**src/include/nrps_pkg.sv**
```systemverilog
// Package of commands, op codes, pin timing and address layout for the NAND host sequencer
package nrps_pkg;

    // Device command bytes
    localparam logic [7:0] CMD_READ_SETUP  = 8'h00;
    localparam logic [7:0] CMD_READ_START  = 8'h30;
    localparam logic [7:0] CMD_CACHE_NEXT  = 8'h31;
    localparam logic [7:0] CMD_CACHE_LAST  = 8'h3F;
    localparam logic [7:0] CMD_COL_RD      = 8'h05;
    localparam logic [7:0] CMD_COL_RD_GO   = 8'hE0;
    localparam logic [7:0] CMD_MREAD_ADDR  = 8'h60;
    localparam logic [7:0] CMD_DATA_IN     = 8'h80;
    localparam logic [7:0] CMD_DATA_IN_2ND = 8'h81;
    localparam logic [7:0] CMD_COL_WR      = 8'h85;
    localparam logic [7:0] CMD_PROG_GO     = 8'h10;
    localparam logic [7:0] CMD_PROG_MID    = 8'h11;
    localparam logic [7:0] CMD_PROG_CACHE  = 8'h15;
    localparam logic [7:0] CMD_STATUS      = 8'h70;
    localparam logic [7:0] CMD_RESET       = 8'hFF;

    // User op codes
    typedef enum logic [3:0] {
        OP_READ_PAGE  = 4'h0, OP_READ_CACHE = 4'h1, OP_READ_LAST = 4'h2, OP_COL_READ  = 4'h3,
        OP_MREAD_ADDR = 4'h4, OP_MREAD_GO   = 4'h5, OP_PROG_LOAD = 4'h6, OP_PROG_LOAD2 = 4'h7,
        OP_COL_PROG   = 4'h8, OP_PROG_GO    = 4'h9, OP_PROG_CACHE = 4'hA, OP_PROG_MID  = 4'hB,
        OP_STATUS     = 4'hC, OP_RESET      = 4'hD
    } nrps_op_e;

    // Data phase direction
    typedef enum logic [1:0] { DIR_NONE = 2'h0, DIR_WR = 2'h1, DIR_RD = 2'h2 } nrps_dir_e;

    // One op as a short pin sequence
    typedef struct packed {
        logic       has_c1;
        logic [7:0] c1;
        logic       has_addr;
        logic [2:0] a_first;
        logic [2:0] a_last;
        nrps_dir_e  dir;
        logic       has_c2;
        logic [7:0] c2;
        logic       wait_rdy;
    } nrps_desc_s;

    // Address cycle indices
    localparam logic [2:0] ADDR_COL_LO = 3'h0;
    localparam logic [2:0] ADDR_COL_HI = 3'h1;
    localparam logic [2:0] ADDR_ROW_LO = 3'h2;
    localparam logic [2:0] ADDR_ROW_TOP = 3'h4;

    // Row field layout: page in block, then block
    localparam int PAGE_MSB  = 5;
    localparam int BLK_LSB   = 6;
    localparam int ROW_MSB   = 17;

    // Pin timing
    localparam int CLK_NS      = 40;
    localparam int WB_NS       = 100;
    localparam int WB_CYC      = (WB_NS + CLK_NS - 1) / CLK_NS;
    localparam logic [1:0] WR_LAST_PH = 2'h1;
    localparam logic [1:0] RD_SAMPLE_PH = 2'h1;
    localparam logic [1:0] RD_LAST_PH = 2'h2;

    // Op table
    function automatic nrps_desc_s nrps_decode(input nrps_op_e op);
        nrps_desc_s d;
        d = '{1'b1, CMD_READ_SETUP, 1'b0, ADDR_COL_LO, ADDR_ROW_TOP, DIR_NONE, 1'b0, CMD_READ_START, 1'b0};
        case (op)
            OP_READ_PAGE: begin
                d.has_addr = 1'b1; d.dir = DIR_RD; d.has_c2 = 1'b1; d.wait_rdy = 1'b1;
            end
            OP_READ_CACHE: begin d.c1 = CMD_CACHE_NEXT; d.dir = DIR_RD; d.wait_rdy = 1'b1; end
            OP_READ_LAST:  begin d.c1 = CMD_CACHE_LAST; d.dir = DIR_RD; d.wait_rdy = 1'b1; end
            OP_COL_READ: begin
                d.c1 = CMD_COL_RD; d.has_addr = 1'b1; d.a_last = ADDR_COL_HI;
                d.has_c2 = 1'b1; d.c2 = CMD_COL_RD_GO; d.dir = DIR_RD;
            end
            OP_MREAD_ADDR: begin d.c1 = CMD_MREAD_ADDR; d.has_addr = 1'b1; d.a_first = ADDR_ROW_LO; end
            OP_MREAD_GO:   begin d.c1 = CMD_READ_START; d.wait_rdy = 1'b1; end
            OP_PROG_LOAD:  begin d.c1 = CMD_DATA_IN; d.has_addr = 1'b1; d.dir = DIR_WR; end
            OP_PROG_LOAD2: begin d.c1 = CMD_DATA_IN_2ND; d.has_addr = 1'b1; d.dir = DIR_WR; end
            OP_COL_PROG: begin
                d.c1 = CMD_COL_WR; d.has_addr = 1'b1; d.a_last = ADDR_COL_HI; d.dir = DIR_WR;
            end
            OP_PROG_GO:    begin d.c1 = CMD_PROG_GO; d.wait_rdy = 1'b1; end
            OP_PROG_CACHE: begin d.c1 = CMD_PROG_CACHE; d.wait_rdy = 1'b1; end
            OP_PROG_MID:   begin d.c1 = CMD_PROG_MID; d.wait_rdy = 1'b1; end
            OP_STATUS:     begin d.c1 = CMD_STATUS; d.dir = DIR_RD; end
            OP_RESET:      begin d.c1 = CMD_RESET; d.wait_rdy = 1'b1; end
            default:       d.has_c1 = 1'b0;
        endcase
        return d;
    endfunction : nrps_decode

endpackage : nrps_pkg

```
**src/nrps_host.sv**
```systemverilog
// Host controller that drives the NAND flash pins for read and program sequences
`timescale 1ns/1ps

module nrps_host
    import nrps_pkg::*;
(
    // Clock and reset
    input  wire logic        ref_clk,
    input  wire logic        reset,
    // User op port
    input  wire logic        op_valid,
    output logic             op_ready,
    input  wire logic [3:0]  op_code,
    input  wire logic [12:0] op_col,
    input  wire logic [17:0] op_row,
    input  wire logic [12:0] op_len,
    input  wire logic        protect,
    output logic             op_error,
    output logic             op_done,
    output logic             busy,
    // Write data stream
    input  wire logic        wr_valid,
    output logic             wr_ready,
    input  wire logic [7:0]  wr_data,
    // Read data and status
    output logic             rd_valid,
    output logic [7:0]       rd_data,
    output logic             status_valid,
    output logic [7:0]       status_byte,
    // Flash pins
    output logic             ce_n,
    output logic             cle,
    output logic             ale,
    output logic             we_n,
    output logic             read_strobe_n,
    output logic             wp_n,
    output logic [7:0]       io_out,
    output logic             io_oe,
    input  wire logic [7:0]  io_in,
    input  wire logic        ready_busy_n
);

    // Sequencer states, Gray in declaration order
    typedef enum logic [2:0] {
        ST_IDLE = 3'b000, ST_CMD1 = 3'b001, ST_ADDR = 3'b011, ST_DATA = 3'b010,
        ST_CMD2 = 3'b110, ST_WB   = 3'b111, ST_RDY  = 3'b101, ST_DONE = 3'b100
    } nrps_state_e;

    // Ready/busy synchroniser and filtered level
    logic       rb_s1, rb_s2, rb_s3;             // Three stage chain
    logic       rdy;                             // Agreed level
    logic       next_rdy;

    // Sequencer state
    nrps_state_e state, next_state;
    nrps_desc_s  desc, next_desc;                // Op being run
    logic [3:0]  op, next_op;                    // Op code being run
    logic [1:0]  ph, next_ph;                    // Phase inside one pin cycle
    logic [2:0]  aidx, next_aidx;                // Address cycle index
    logic [12:0] cnt, next_cnt;                  // Data bytes left
    logic [12:0] col, next_col;
    logic [17:0] row, next_row;
    logic [12:0] len_q, next_len_q;              // Read length kept across the busy wait

    // Session tracking for ordered sequences
    logic        cr_open, next_cr_open;          // Cached read session
    logic [11:0] cr_blk, next_cr_blk;            // Block of cached read
    logic        mr_first, next_mr_first;        // First district row given
    logic        mr_both, next_mr_both;          // Both district rows given
    logic        mp_mid, next_mp_mid;            // Between 11h and 81h
    logic [17:0] pair_row, next_pair_row;        // Row of the first district
    logic [17:0] last_row, next_last_row;        // Row of the last program load

    // Registered pin and user outputs
    logic        next_cle, next_ale, next_we_n, next_re_n, next_wp_n, next_io_oe;
    logic [7:0]  next_io_out, next_rd_data, next_status_byte;
    logic        next_rd_valid, next_status_valid, next_op_error, next_op_done;

    // Decode and admission helpers
    nrps_desc_s  dec;
    logic        ok;
    logic [7:0]  abyte;
    nrps_op_e    op_in;

    // Pair check: same page bits, same half, other district
    function automatic logic pair_ok(input logic [17:0] a, input logic [17:0] b);
        return (a[PAGE_MSB:0] == b[PAGE_MSB:0])
            && (a[ROW_MSB] == b[ROW_MSB])
            && (a[BLK_LSB] != b[BLK_LSB]);
    endfunction : pair_ok

    // Ready level changes only when the later two stages agree
    always_comb begin
        next_rdy = (rb_s2 == rb_s3) ? rb_s3 : rdy;
    end

    always_ff @(posedge ref_clk or posedge reset) begin
        if (reset) begin
            rb_s1 <= 1'b0;
            rb_s2 <= 1'b0;
            rb_s3 <= 1'b0;
            rdy   <= 1'b0;
        end else begin
            rb_s1 <= ready_busy_n;
            rb_s2 <= rb_s1;
            rb_s3 <= rb_s2;
            rdy   <= next_rdy;
        end
    end

    // Handshakes are combinational from state
    assign op_ready = (state == ST_IDLE);
    assign wr_ready = (state == ST_DATA) && (desc.dir == DIR_WR) && (ph == 2'h0) && (cnt != 13'h0000);
    assign busy     = (state != ST_IDLE);
    assign ce_n     = 1'b0;                      // Single target, always selected

    // Address byte for the current cycle, column then row
    always_comb begin
        case (aidx)
            3'h0:    abyte = col[7:0];
            3'h1:    abyte = {3'h0, col[12:8]};
            3'h2:    abyte = row[7:0];
            3'h3:    abyte = row[15:8];
            default: abyte = {6'h00, row[17:16]};
        endcase
    end

    // Admission of a new op against the session state
    always_comb begin
        op_in = nrps_op_e'(op_code);
        dec   = nrps_decode(op_in);
        ok    = dec.has_c1;
        // Only status and reset may go to a busy device
        if (!rdy && op_in != OP_STATUS && op_in != OP_RESET) ok = 1'b0;
        // Cached read stays in its opening block
        if ((op_in == OP_READ_CACHE || op_in == OP_READ_LAST)
            && (!cr_open || op_row[ROW_MSB:BLK_LSB] != cr_blk)) ok = 1'b0;
        // Between 11h and 81h only status, reset or the second load
        if (mp_mid && op_in != OP_STATUS && op_in != OP_RESET && op_in != OP_PROG_LOAD2) ok = 1'b0;
        if (op_in == OP_PROG_LOAD2 && (!mp_mid || !pair_ok(pair_row, op_row))) ok = 1'b0;
        if (op_in == OP_MREAD_ADDR && (mr_both || (mr_first && !pair_ok(pair_row, op_row)))) ok = 1'b0;
        if (op_in == OP_MREAD_GO && !mr_both) ok = 1'b0;
    end

    // Sequencer next state
    always_comb begin
        next_state = state;       next_desc = desc;       next_op = op;
        next_ph = ph;             next_aidx = aidx;       next_cnt = cnt;
        next_col = col;           next_row = row;
        next_cr_open = cr_open;   next_cr_blk = cr_blk;
        next_mr_first = mr_first; next_mr_both = mr_both; next_mp_mid = mp_mid;
        next_pair_row = pair_row; next_last_row = last_row;
        next_cle = 1'b0;          next_ale = 1'b0;        next_we_n = 1'b1;
        next_re_n = 1'b1;         next_io_oe = io_oe;     next_io_out = io_out;
        next_rd_data = rd_data;   next_status_byte = status_byte;
        next_rd_valid = 1'b0;     next_status_valid = 1'b0;
        next_op_error = 1'b0;     next_op_done = 1'b0;
        // Protect is lifted for the whole multi read, through the 30h and its busy
        next_wp_n = !protect || mr_first || mr_both || (op == OP_MREAD_GO && state != ST_IDLE);
        case (state)
            ST_IDLE: begin
                next_io_oe = 1'b0;
                next_ph    = 2'h0;
                if (op_valid && !ok) begin
                    next_op_error = 1'b1;
                end else if (op_valid) begin
                    next_desc = dec;
                    next_op   = op_code;
                    next_aidx = dec.a_first;
                    next_cnt  = (op_in == OP_STATUS) ? 13'h0001 : op_len;
                    next_col  = op_col;
                    next_row  = op_row;
                    next_state = ST_CMD1;
                    // Session bookkeeping
                    case (op_in)
                        OP_READ_PAGE: begin next_cr_open = 1'b1; next_cr_blk = op_row[ROW_MSB:BLK_LSB]; end
                        OP_READ_LAST: next_cr_open = 1'b0;
                        OP_MREAD_ADDR: begin
                            if (mr_first) next_mr_both = 1'b1;
                            else begin next_mr_first = 1'b1; next_pair_row = op_row; end
                        end
                        OP_MREAD_GO: begin next_mr_first = 1'b0; next_mr_both = 1'b0; end
                        OP_PROG_LOAD: begin next_last_row = op_row; next_cr_open = 1'b0; end
                        OP_PROG_MID: begin next_mp_mid = 1'b1; next_pair_row = last_row; end
                        OP_PROG_LOAD2: next_mp_mid = 1'b0;
                        OP_RESET: begin
                            next_cr_open = 1'b0; next_mr_first = 1'b0; next_mr_both = 1'b0; next_mp_mid = 1'b0;
                        end
                        default: ;
                    endcase
                end
            end
            // Command byte latched on the rising write strobe
            ST_CMD1, ST_CMD2: begin
                next_io_oe  = 1'b1;
                next_io_out = (state == ST_CMD1) ? desc.c1 : desc.c2;
                next_cle    = 1'b1;
                next_we_n   = (ph != 2'h0);
                next_ph     = ph + 2'h1;
                if (ph == WR_LAST_PH) begin
                    next_ph = 2'h0;
                    if (state == ST_CMD2) next_state = desc.wait_rdy ? ST_WB : ST_DATA;
                    else if (desc.has_addr) next_state = ST_ADDR;
                    else if (desc.wait_rdy) next_state = ST_WB;
                    else next_state = ST_DATA;
                end
            end
            // Address bytes latched while ALE is high
            ST_ADDR: begin
                next_io_oe  = 1'b1;
                next_io_out = abyte;
                next_ale    = 1'b1;
                next_we_n   = (ph != 2'h0);
                next_ph     = ph + 2'h1;
                if (ph == WR_LAST_PH) begin
                    next_ph   = 2'h0;
                    next_aidx = aidx + 3'h1;
                    if (aidx == desc.a_last) begin
                        if (desc.has_c2 && desc.dir != DIR_RD) next_state = ST_CMD2;
                        else if (desc.has_c2) next_state = ST_CMD2;
                        else next_state = ST_DATA;
                    end
                end
            end
            // Data stream; write stalls while no byte is offered
            ST_DATA: begin
                if (cnt == 13'h0000 || desc.dir == DIR_NONE) begin
                    next_io_oe = 1'b0;
                    next_state = ST_DONE;
                end else if (desc.dir == DIR_WR) begin
                    if (ph == 2'h0 && wr_valid) begin
                        next_io_oe  = 1'b1;
                        next_io_out = wr_data;
                        next_we_n   = 1'b0;
                        next_ph     = 2'h1;
                    end else if (ph != 2'h0) begin
                        next_ph  = 2'h0;
                        next_cnt = cnt - 13'h0001;
                    end
                end else begin
                    // Rising read strobe advances the column in the device
                    next_io_oe = 1'b0;
                    next_re_n  = (ph == RD_LAST_PH);
                    next_ph    = ph + 2'h1;
                    if (ph == RD_SAMPLE_PH) begin
                        if (op == OP_STATUS) begin
                            next_status_byte  = io_in;
                            next_status_valid = 1'b1;
                        end else begin
                            next_rd_data  = io_in;
                            next_rd_valid = 1'b1;
                        end
                    end
                    if (ph == RD_LAST_PH) begin
                        next_ph  = 2'h0;
                        next_cnt = cnt - 13'h0001;
                    end
                end
            end
            // Let the device pull busy low before looking at it
            ST_WB: begin
                next_io_oe = 1'b0;
                next_cnt   = (ph == 2'h0) ? 13'(WB_CYC) : cnt - 13'h0001;
                next_ph    = 2'h1;
                if (ph != 2'h0 && cnt == 13'h0001) begin
                    next_ph    = 2'h0;
                    // Only reads have a data phase after the wait
                    next_cnt   = (desc.dir == DIR_RD) ? len_q : 13'h0000;
                    next_state = ST_RDY;
                end
            end
            // Hold off until ready returns; this also covers cache busy
            ST_RDY: begin
                if (rdy) next_state = ST_DATA;
            end
            ST_DONE: begin
                next_op_done = 1'b1;
                next_state   = ST_IDLE;
            end
            default: next_state = ST_IDLE;
        endcase
    end

    // Length of the current op, kept across the busy wait
    always_comb begin
        next_len_q = (state == ST_IDLE && op_valid && ok) ? op_len : len_q;
    end

    // Register all sequencer state and pin drives
    always_ff @(posedge ref_clk or posedge reset) begin
        if (reset) begin
            state <= ST_IDLE;   desc <= '0;       op <= 4'h0;     ph <= 2'h0;
            aidx <= 3'h0;       cnt <= 13'h0000;  col <= 13'h0000; row <= 18'h00000;
            len_q <= 13'h0000;
            cr_open <= 1'b0;    cr_blk <= 12'h000; mr_first <= 1'b0; mr_both <= 1'b0;
            mp_mid <= 1'b0;     pair_row <= 18'h00000; last_row <= 18'h00000;
            cle <= 1'b0;        ale <= 1'b0;      we_n <= 1'b1;   read_strobe_n <= 1'b1;
            wp_n <= 1'b0;       io_oe <= 1'b0;    io_out <= 8'h00;
            rd_data <= 8'h00;   status_byte <= 8'h00;
            rd_valid <= 1'b0;   status_valid <= 1'b0; op_error <= 1'b0; op_done <= 1'b0;
        end else begin
            state <= next_state; desc <= next_desc; op <= next_op; ph <= next_ph;
            aidx <= next_aidx;  cnt <= next_cnt;  col <= next_col; row <= next_row;
            len_q <= next_len_q;
            cr_open <= next_cr_open; cr_blk <= next_cr_blk;
            mr_first <= next_mr_first; mr_both <= next_mr_both;
            mp_mid <= next_mp_mid; pair_row <= next_pair_row; last_row <= next_last_row;
            cle <= next_cle;    ale <= next_ale;  we_n <= next_we_n; read_strobe_n <= next_re_n;
            wp_n <= next_wp_n;  io_oe <= next_io_oe; io_out <= next_io_out;
            rd_data <= next_rd_data; status_byte <= next_status_byte;
            rd_valid <= next_rd_valid; status_valid <= next_status_valid;
            op_error <= next_op_error; op_done <= next_op_done;
        end
    end

endmodule : nrps_host

```
**config.mk**
```make
export PLATFORM = sky130hd
export DESIGN_NAME = nrps_host
export DESIGN_NICKNAME = d
export VERILOG_FILES = /design/src/include/nrps_pkg.sv /design/src/nrps_host.sv
export SDC_FILE = /design/constraint.sdc
export NUM_CORES = 1
export LEC_CHECK = 0
export BUFFER_PORTS_ARGS = -buffer_cell sky130_fd_sc_hd__buf_2
export CAP_MARGIN = 25
export CELL_PAD_IN_SITES_DETAIL_PLACEMENT = 1
export CELL_PAD_IN_SITES_GLOBAL_PLACEMENT = 1
export CORE_MARGIN = 5
export CORE_UTILIZATION = 35
export CTS_BUF_LIST = sky130_fd_sc_hd__clkbuf_16
export CTS_CLUSTER_DIAMETER = 80
export CTS_CLUSTER_SIZE = 30
export DETAILED_ROUTE_END_ITERATION = 7
export GPL_ROUTABILITY_DRIVEN = 0
export GPL_TIMING_DRIVEN = 0
export PLACE_DENSITY_LB_ADDON = 0.1
export SLEW_MARGIN = 20
export SYNTH_ARGS = -nofsm -noshare
export SYNTH_HDL_FRONTEND = slang
export SYNTH_SLANG_ARGS = --single-unit
```
**constraint.sdc**
```tcl
create_clock -name ref_clk -period 4.9 [get_ports ref_clk]
set_input_delay 0.98 -clock ref_clk [delete_from_list [all_inputs] [get_ports ref_clk]]
set_output_delay 0.98 -clock ref_clk [all_outputs]
set_load 0.1 [all_outputs]
```
==> metrics.cfg, run 1 <==
[power_and_ir_drop]
clock_power_share=0.247
combPwrFrac=0.405
peakVddDrop_mv=0.218
p_per_area_nw_per_um2=649
switching_share=0.419
p_int_mw=3.54
power_frac_seq=0.348
p_sw_mw=2.56
p_leak_nw=4.15

[die]
ioPinCount=108
die_x_um=159
num_rows=54
die_area_um2=25200
coreArea_um2=21800
fp.dieH_um=159
start_util=0.355

[synthesis]
ys_seq_elements=156
postSynthAreaPerCell_um2=10.9
synthCells=713
ys.warnings.count=0
synth_nets=790
ys_types=69
synth_top_flop_cell=dfrtp_1
syn_area_um2=7750
synth_edf_count=0
yosysSeqAreaShare=0.504
synthArstFlopShare=1.00

[global_route]
antenna_found_initial=0
first_global_vias=6937
grt_max_degree=30
grt.total_usage=0.187
grt_pass1_wl_mm=38.5
overflow=0

[critical_path]
r2r_start=cr_blk[3]
crit_type=reg2out
reg2reg_depth=7
cp-start-kind=flip-flop
worst-r2r-setup-slack_ns=1.88
timing.rr.end=cr_blk[6]
required_ns=3.92
critPathMaxFanout=5
critical_path.endpoint_type=primary output
arrival_ns=2.57

[hold_path]
hold_path_end=rb_s2
min_from=rb_s1
hold-path-cell-count=0
holdCritPathClass=reg2reg

[timing]
worst_slew_pin_slew_ns=1.02
post-route-min-period_ns=3.55
maxSlewHeadroom=0.311
fmax_mhz=282
rsz0062_at_grt=false
hold_viol=0
setup_violations=0
finalMaxSlewViolations=0
fin_crit_sh=0.725
fin_skew_ns=0.0128
setup_tns_ns=0

[route]
drt-total-wl_mm=23.4
vias_per_cell=5.48
via_count=6220
firstDrtPassIters=6
drtAntennaViolNets=0
drcViolationCount=0
drt_iter0_markers=284
wire_per_inst_um=20.6

[clocking]
tritoncts=done
ctsHtreeMaxLevel=4
clk_pin_slew_ns=0.07
post_cts_resized=0
post-cts-setup-buffers=0
cts_buffer_depth=2
holdBufCountCts=0
numCtsBuffers=17
root_buffer=clkbuf_16
clk_latency_ns=0.43
numClockSinks=156

[cells_and_area]
final_area_um2=9410
nNetsFinal=920
final_cell_mix=dfrtp_1, buf_2, mux2_2, nand2_1, o21ai_0
area_growth_syn_to_layout_pct=21.3
antenna_cells=0
layout_commonest_cell=dfrtp_1
drive_above_1_share=0.303

[run]
maxCapViolCount=0

[place]
dpl_cell_area_um2=8740
port_buffers=106
dp_hpwl_mm=17.8

[outcome]
status=finished, final reports clean

==> layout make-up <==
type,instances,area [µm²]
plain buffers,45,189
flip-flops and latches,156,3910
clock buffers,17,425
multi-input cells,499,3610
repair buffers,111,631
fillers,2413,12400
inverters,13,52.6
clock inverters,15,243
well taps,280,350
==> registers in the layout (all words and copies together) (netlist names), 2 cells and up <==
signal       flops
rd_data          8
op               4
ph               2
desc            17
state            3
cr_blk          12
last_row         8
row             18
io_out           8
col             13
pair_row         8
aidx             3
len_q           13
status_byte      8
cnt             13
==> cells in the mapped netlist, drive strengths merged, types with 5 or more instances <==
library cell | count | area (µm²)
dfrtp | 154 | 3850
nor3b | 6 | 45.0
nor2b | 6 | 37.5
a31oi | 11 | 75.1
o211ai | 9 | 67.6
xor2 | 9 | 78.8
nand3b | 5 | 37.5
a21oi | 24 | 120
inv | 13 | 48.8
clkbuf | 30 | 113
a211oi | 5 | 42.5
nand4 | 5 | 31.3
o221ai | 11 | 96.3
a222oi | 13 | 130
nor2 | 33 | 124
nand3 | 16 | 80.1
a22oi | 9 | 67.6
buf | 15 | 76.3
nor3 | 11 | 60.1
mux2 | 90 | 1040
nand2 | 67 | 251
o22ai | 12 | 75.1
or2 | 7 | 43.8
ha | 7 | 87.6
xnor2 | 15 | 131
o31ai | 5 | 37.5
o21ai | 48 | 240
a221oi | 5 | 43.8
nand2b | 7 | 43.8
a2bb2oi | 8 | 70.1
==> routing by layer <==
metal / part of all wire / GRT usage
met1: 0.44 / 0.237
met2: 0.53 / 0.328
met3: 0.028 / 0.0368
met4: 0.0086 / 0.0438
met5: 0 / 0
==> power by group through the flow <==
stage / sequential, mW / combinational (mW) / clock (mW)
floorplan: 2.58 / 1.36 / 0
global placement: 2.12 / 2.41 / 0
detailed placement: 2.15 / 2.48 / 0
CTS: 2.13 / 2.49 / 1.54
global route: 2.19 / 2.69 / 1.59
finish: 2.13 / 2.47 / 1.51
==> worst max-delay path, stage by stage (launching register included) <==
cell and delay [ns]:
dfrtp_1 0.42, inv_1 0.11, ha_1 0.26, nor3b_1 0.17
and4_1 0.27, nor2_1 0.25, nand2_1 0.13, nor2_1 0.10
buf_2 0.44
==> worst max path at each step <==
stage,from,endpoint,slack (ns),cells after the start
finish,cnt[0],wr_ready,1.35,8
global route,cnt[0],wr_ready,1.22,8
CTS,cnt[0],wr_ready,1.35,8
detailed placement,op_row[17],cr_blk[6],1.06,8
global placement,reset,rd_data[1],0.90,2
floorplan,state[0],last_row[0],1.27,7
==> cell families (layout without fill, tap and decap cells) <==
| logic type | after synthesis | in the layout | share of synthesized area |
|---|---|---|---|
| AO/OA/AOI/OAI | 190 | 190 | 0.171 |
| AND/OR/NAND/NOR | 183 | 183 | 0.116 |
| flip-flops | 156 | 156 | 0.504 |
| multiplexers | 93 | 93 | 0.138 |
| buffers and inverters | 58 | 201 | 0.0307 |
| XOR/XNOR | 24 | 24 | 0.0271 |
| adder cells (fa/ha/maj) | 8 | 8 | 0.0126 |
| other | 1 | 1 | 0.000484 |
==> stage by stage <==
step / cells / power [mW] / hold WS [ns] / util / setup slack [ns]
3_3_place_gp: 1099 / 4.53 / 0.335 / 0.396 / 0.903
3_5_place_dp: 1104 / 4.63 / 0.336 / 0.400 / 1.06
5_1_grt: 1136 / 6.46 / 0.367 / 0.431 / 1.22
6_report: 1136 / 6.10 / 0.348 / 0.431 / 1.35
2_1_floorplan: 713 / 3.94 / 0.331 / - / 1.27
4_1_cts: 1136 / 6.16 / 0.352 / 0.431 / 1.35
No activity file was read; power rests on OpenSTA's default activity.
==> run 2: changes to the inputs <==
Clock period 4.9 ns to 3.5 ns, I/O delays scaled along.
==> run 2 against run 1 <==
  * Core utilization down 0.33 points
  * Clock power up 23%
  * Global-route usage is 0.092 points higher
  * Sequential power increased by 40%
  * First-iteration DRC count rose by 26%
  * Count of clock-buffer cells in the layout unchanged
  * Worst setup slack got worse by 1.1 ns
  * Critical path depth unchanged
  * Combinational power grew 40%
  * Die area unchanged
  * Flip-flop and latch count is the same
==> metrics.cfg, run 2 (synthesis gave the netlist of run 1 again) <==
[timing]
fin_crit_sh=0.929
worst_slew_pin_slew_ns=0.981
rsz0062_at_grt=false
post-route-min-period_ns=3.25
setup_violations=0
fmax_mhz=307
fin_skew_ns=0.0140
maxSlewHeadroom=0.341
finalMaxSlewViolations=0
hold_viol=0

[critical_path]
reg2reg_depth=7
required_ns=2.80
cp-start-kind=flip-flop
arrival_ns=2.55
critPathMaxFanout=5
worst-r2r-setup-slack_ns=0.53
crit_type=reg2out
critical_path.endpoint_type=primary output
timing.rr.end=cr_blk[1]
r2r_start=cr_blk[3]

[cells_and_area]
final_cell_mix=dfrtp_1, buf_2, mux2_2, nand2_1, o21ai_0
fillers=2468
ff_latch_area_um2=3910
instances_no_fill=1136
multi_input_area_um2=3620
nNetsFinal=920
largest_reg_flops=18
top_register=row
drive_above_1_share=0.304
area_growth_syn_to_layout_pct=20.4
final_core_util=0.428
largestRegisters=row (18), desc (17)
layout_commonest_cell=dfrtp_1
antenna_cells=0

[global_route]
antenna_found_initial=0
grt_pass1_wl_mm=38.7
overflow=0
grt_max_degree=35
grt.total_usage=0.188
first_global_vias=6959

[power_and_ir_drop]
p_per_area_nw_per_um2=891
peakVddDrop_mv=0.307
p_total_mw=8.32
p_leak_nw=4.10

[place]
dp_hpwl_mm=17.9
dp.cells=1104
port_buffers=106

[route]
via_count=6289
firstDrtPassIters=7
drt_iter0_markers=358
drtAntennaViolNets=0
vias_per_cell=5.54
wire_per_inst_um=20.8
drcViolationCount=0
drt-total-wl_mm=23.6

[die]
num_rows=54
coreArea_um2=21800
die_area_um2=25200
fp.dieH_um=159
die_x_um=159
start_util=0.355
ioPinCount=108

[hold_path]
holdCritPathClass=in2async

[clocking]
numCtsBuffers=17
cts_buffer_depth=2
clk_latency_ns=0.44
post_cts_resized=0
root_buffer=clkbuf_16
numClockSinks=156
tritoncts=done
post-cts-setup-buffers=0
clk_pin_slew_ns=0.07
holdBufCountCts=0
ctsHtreeMaxLevel=4

[run]
maxCapViolCount=0

[outcome]
status=finished, final reports clean

## run 2: cell types whose count changed in the layout (fill, tap and decap cells not counted), moves of 2 or more
cell	change
clkinvlp_4	+3
clkinv_4	-2
clkinv_2	-3
inv_6	+6
inv_8	+2
bufinv_16	-5
## run 2: critical path, stage by stage (launching register included)
cell and delay (ns):
dfrtp_1 0.43, inv_1 0.11, ha_1 0.25, nor3b_1 0.16, and4_1 0.27, nor2_1 0.28
nand2_1 0.13, nor2_1 0.14, clkbuf_4 0.35
## run 2: area by class of cell
class                   instances  area share
flip-flops and latches        156       0.418
multi-input cells             499       0.387
repair buffers                111      0.0686
clock buffers                  17      0.0456
well taps                     280      0.0375
plain buffers                  45      0.0202
clock inverters                15      0.0165
inverters                      13     0.00563
## run 2: report_power, final
part / internal, mW / switching (mW)
sequential: 2.48 / 0.505
clock: 1.01 / 0.855
combinational: 1.15 / 2.32
total: 4.63 / 3.68
## run 2: worst max-delay path by stage
stage               start             end  slack, ns  cells after the start
6_report           cnt[0]        wr_ready       0.25                      8
5_1_grt            cnt[0]        wr_ready       0.04                      8
4_1_cts            cnt[0]        wr_ready       0.12                      8
3_5_place_dp   op_row[17]       cr_blk[1]      -0.05                      8
3_3_place_gp        reset  status_byte[2]      -0.22                      2
2_1_floorplan      cnt[0]        wr_ready       0.23                      7
## run 2: metal layers
layer,share of wire,GRT usage
met5,0,0
met4,0.021,0.0636
met3,0.033,0.0295
met2,0.51,0.323
met1,0.44,0.241
## run 2: metrics by stage
| stage | cell area (µm²) | TNS [ns] | setup slack [ns] | hold WS (ns) |
|---|---|---|---|---|
| after floorplan | 7760 | 0 | 0.228 | 0.331 |
| after global routing | 9340 | 0 | 0.0403 | 0.214 |
| after CTS | 9330 | 0 | 0.119 | 0.198 |
| final | 9340 | 0 | 0.247 | 0.210 |
| after global placement | 8650 | -32.20 | -0.222 | 0.335 |
| after detailed placement | 8750 | -0.430 | -0.0518 | 0.337 |
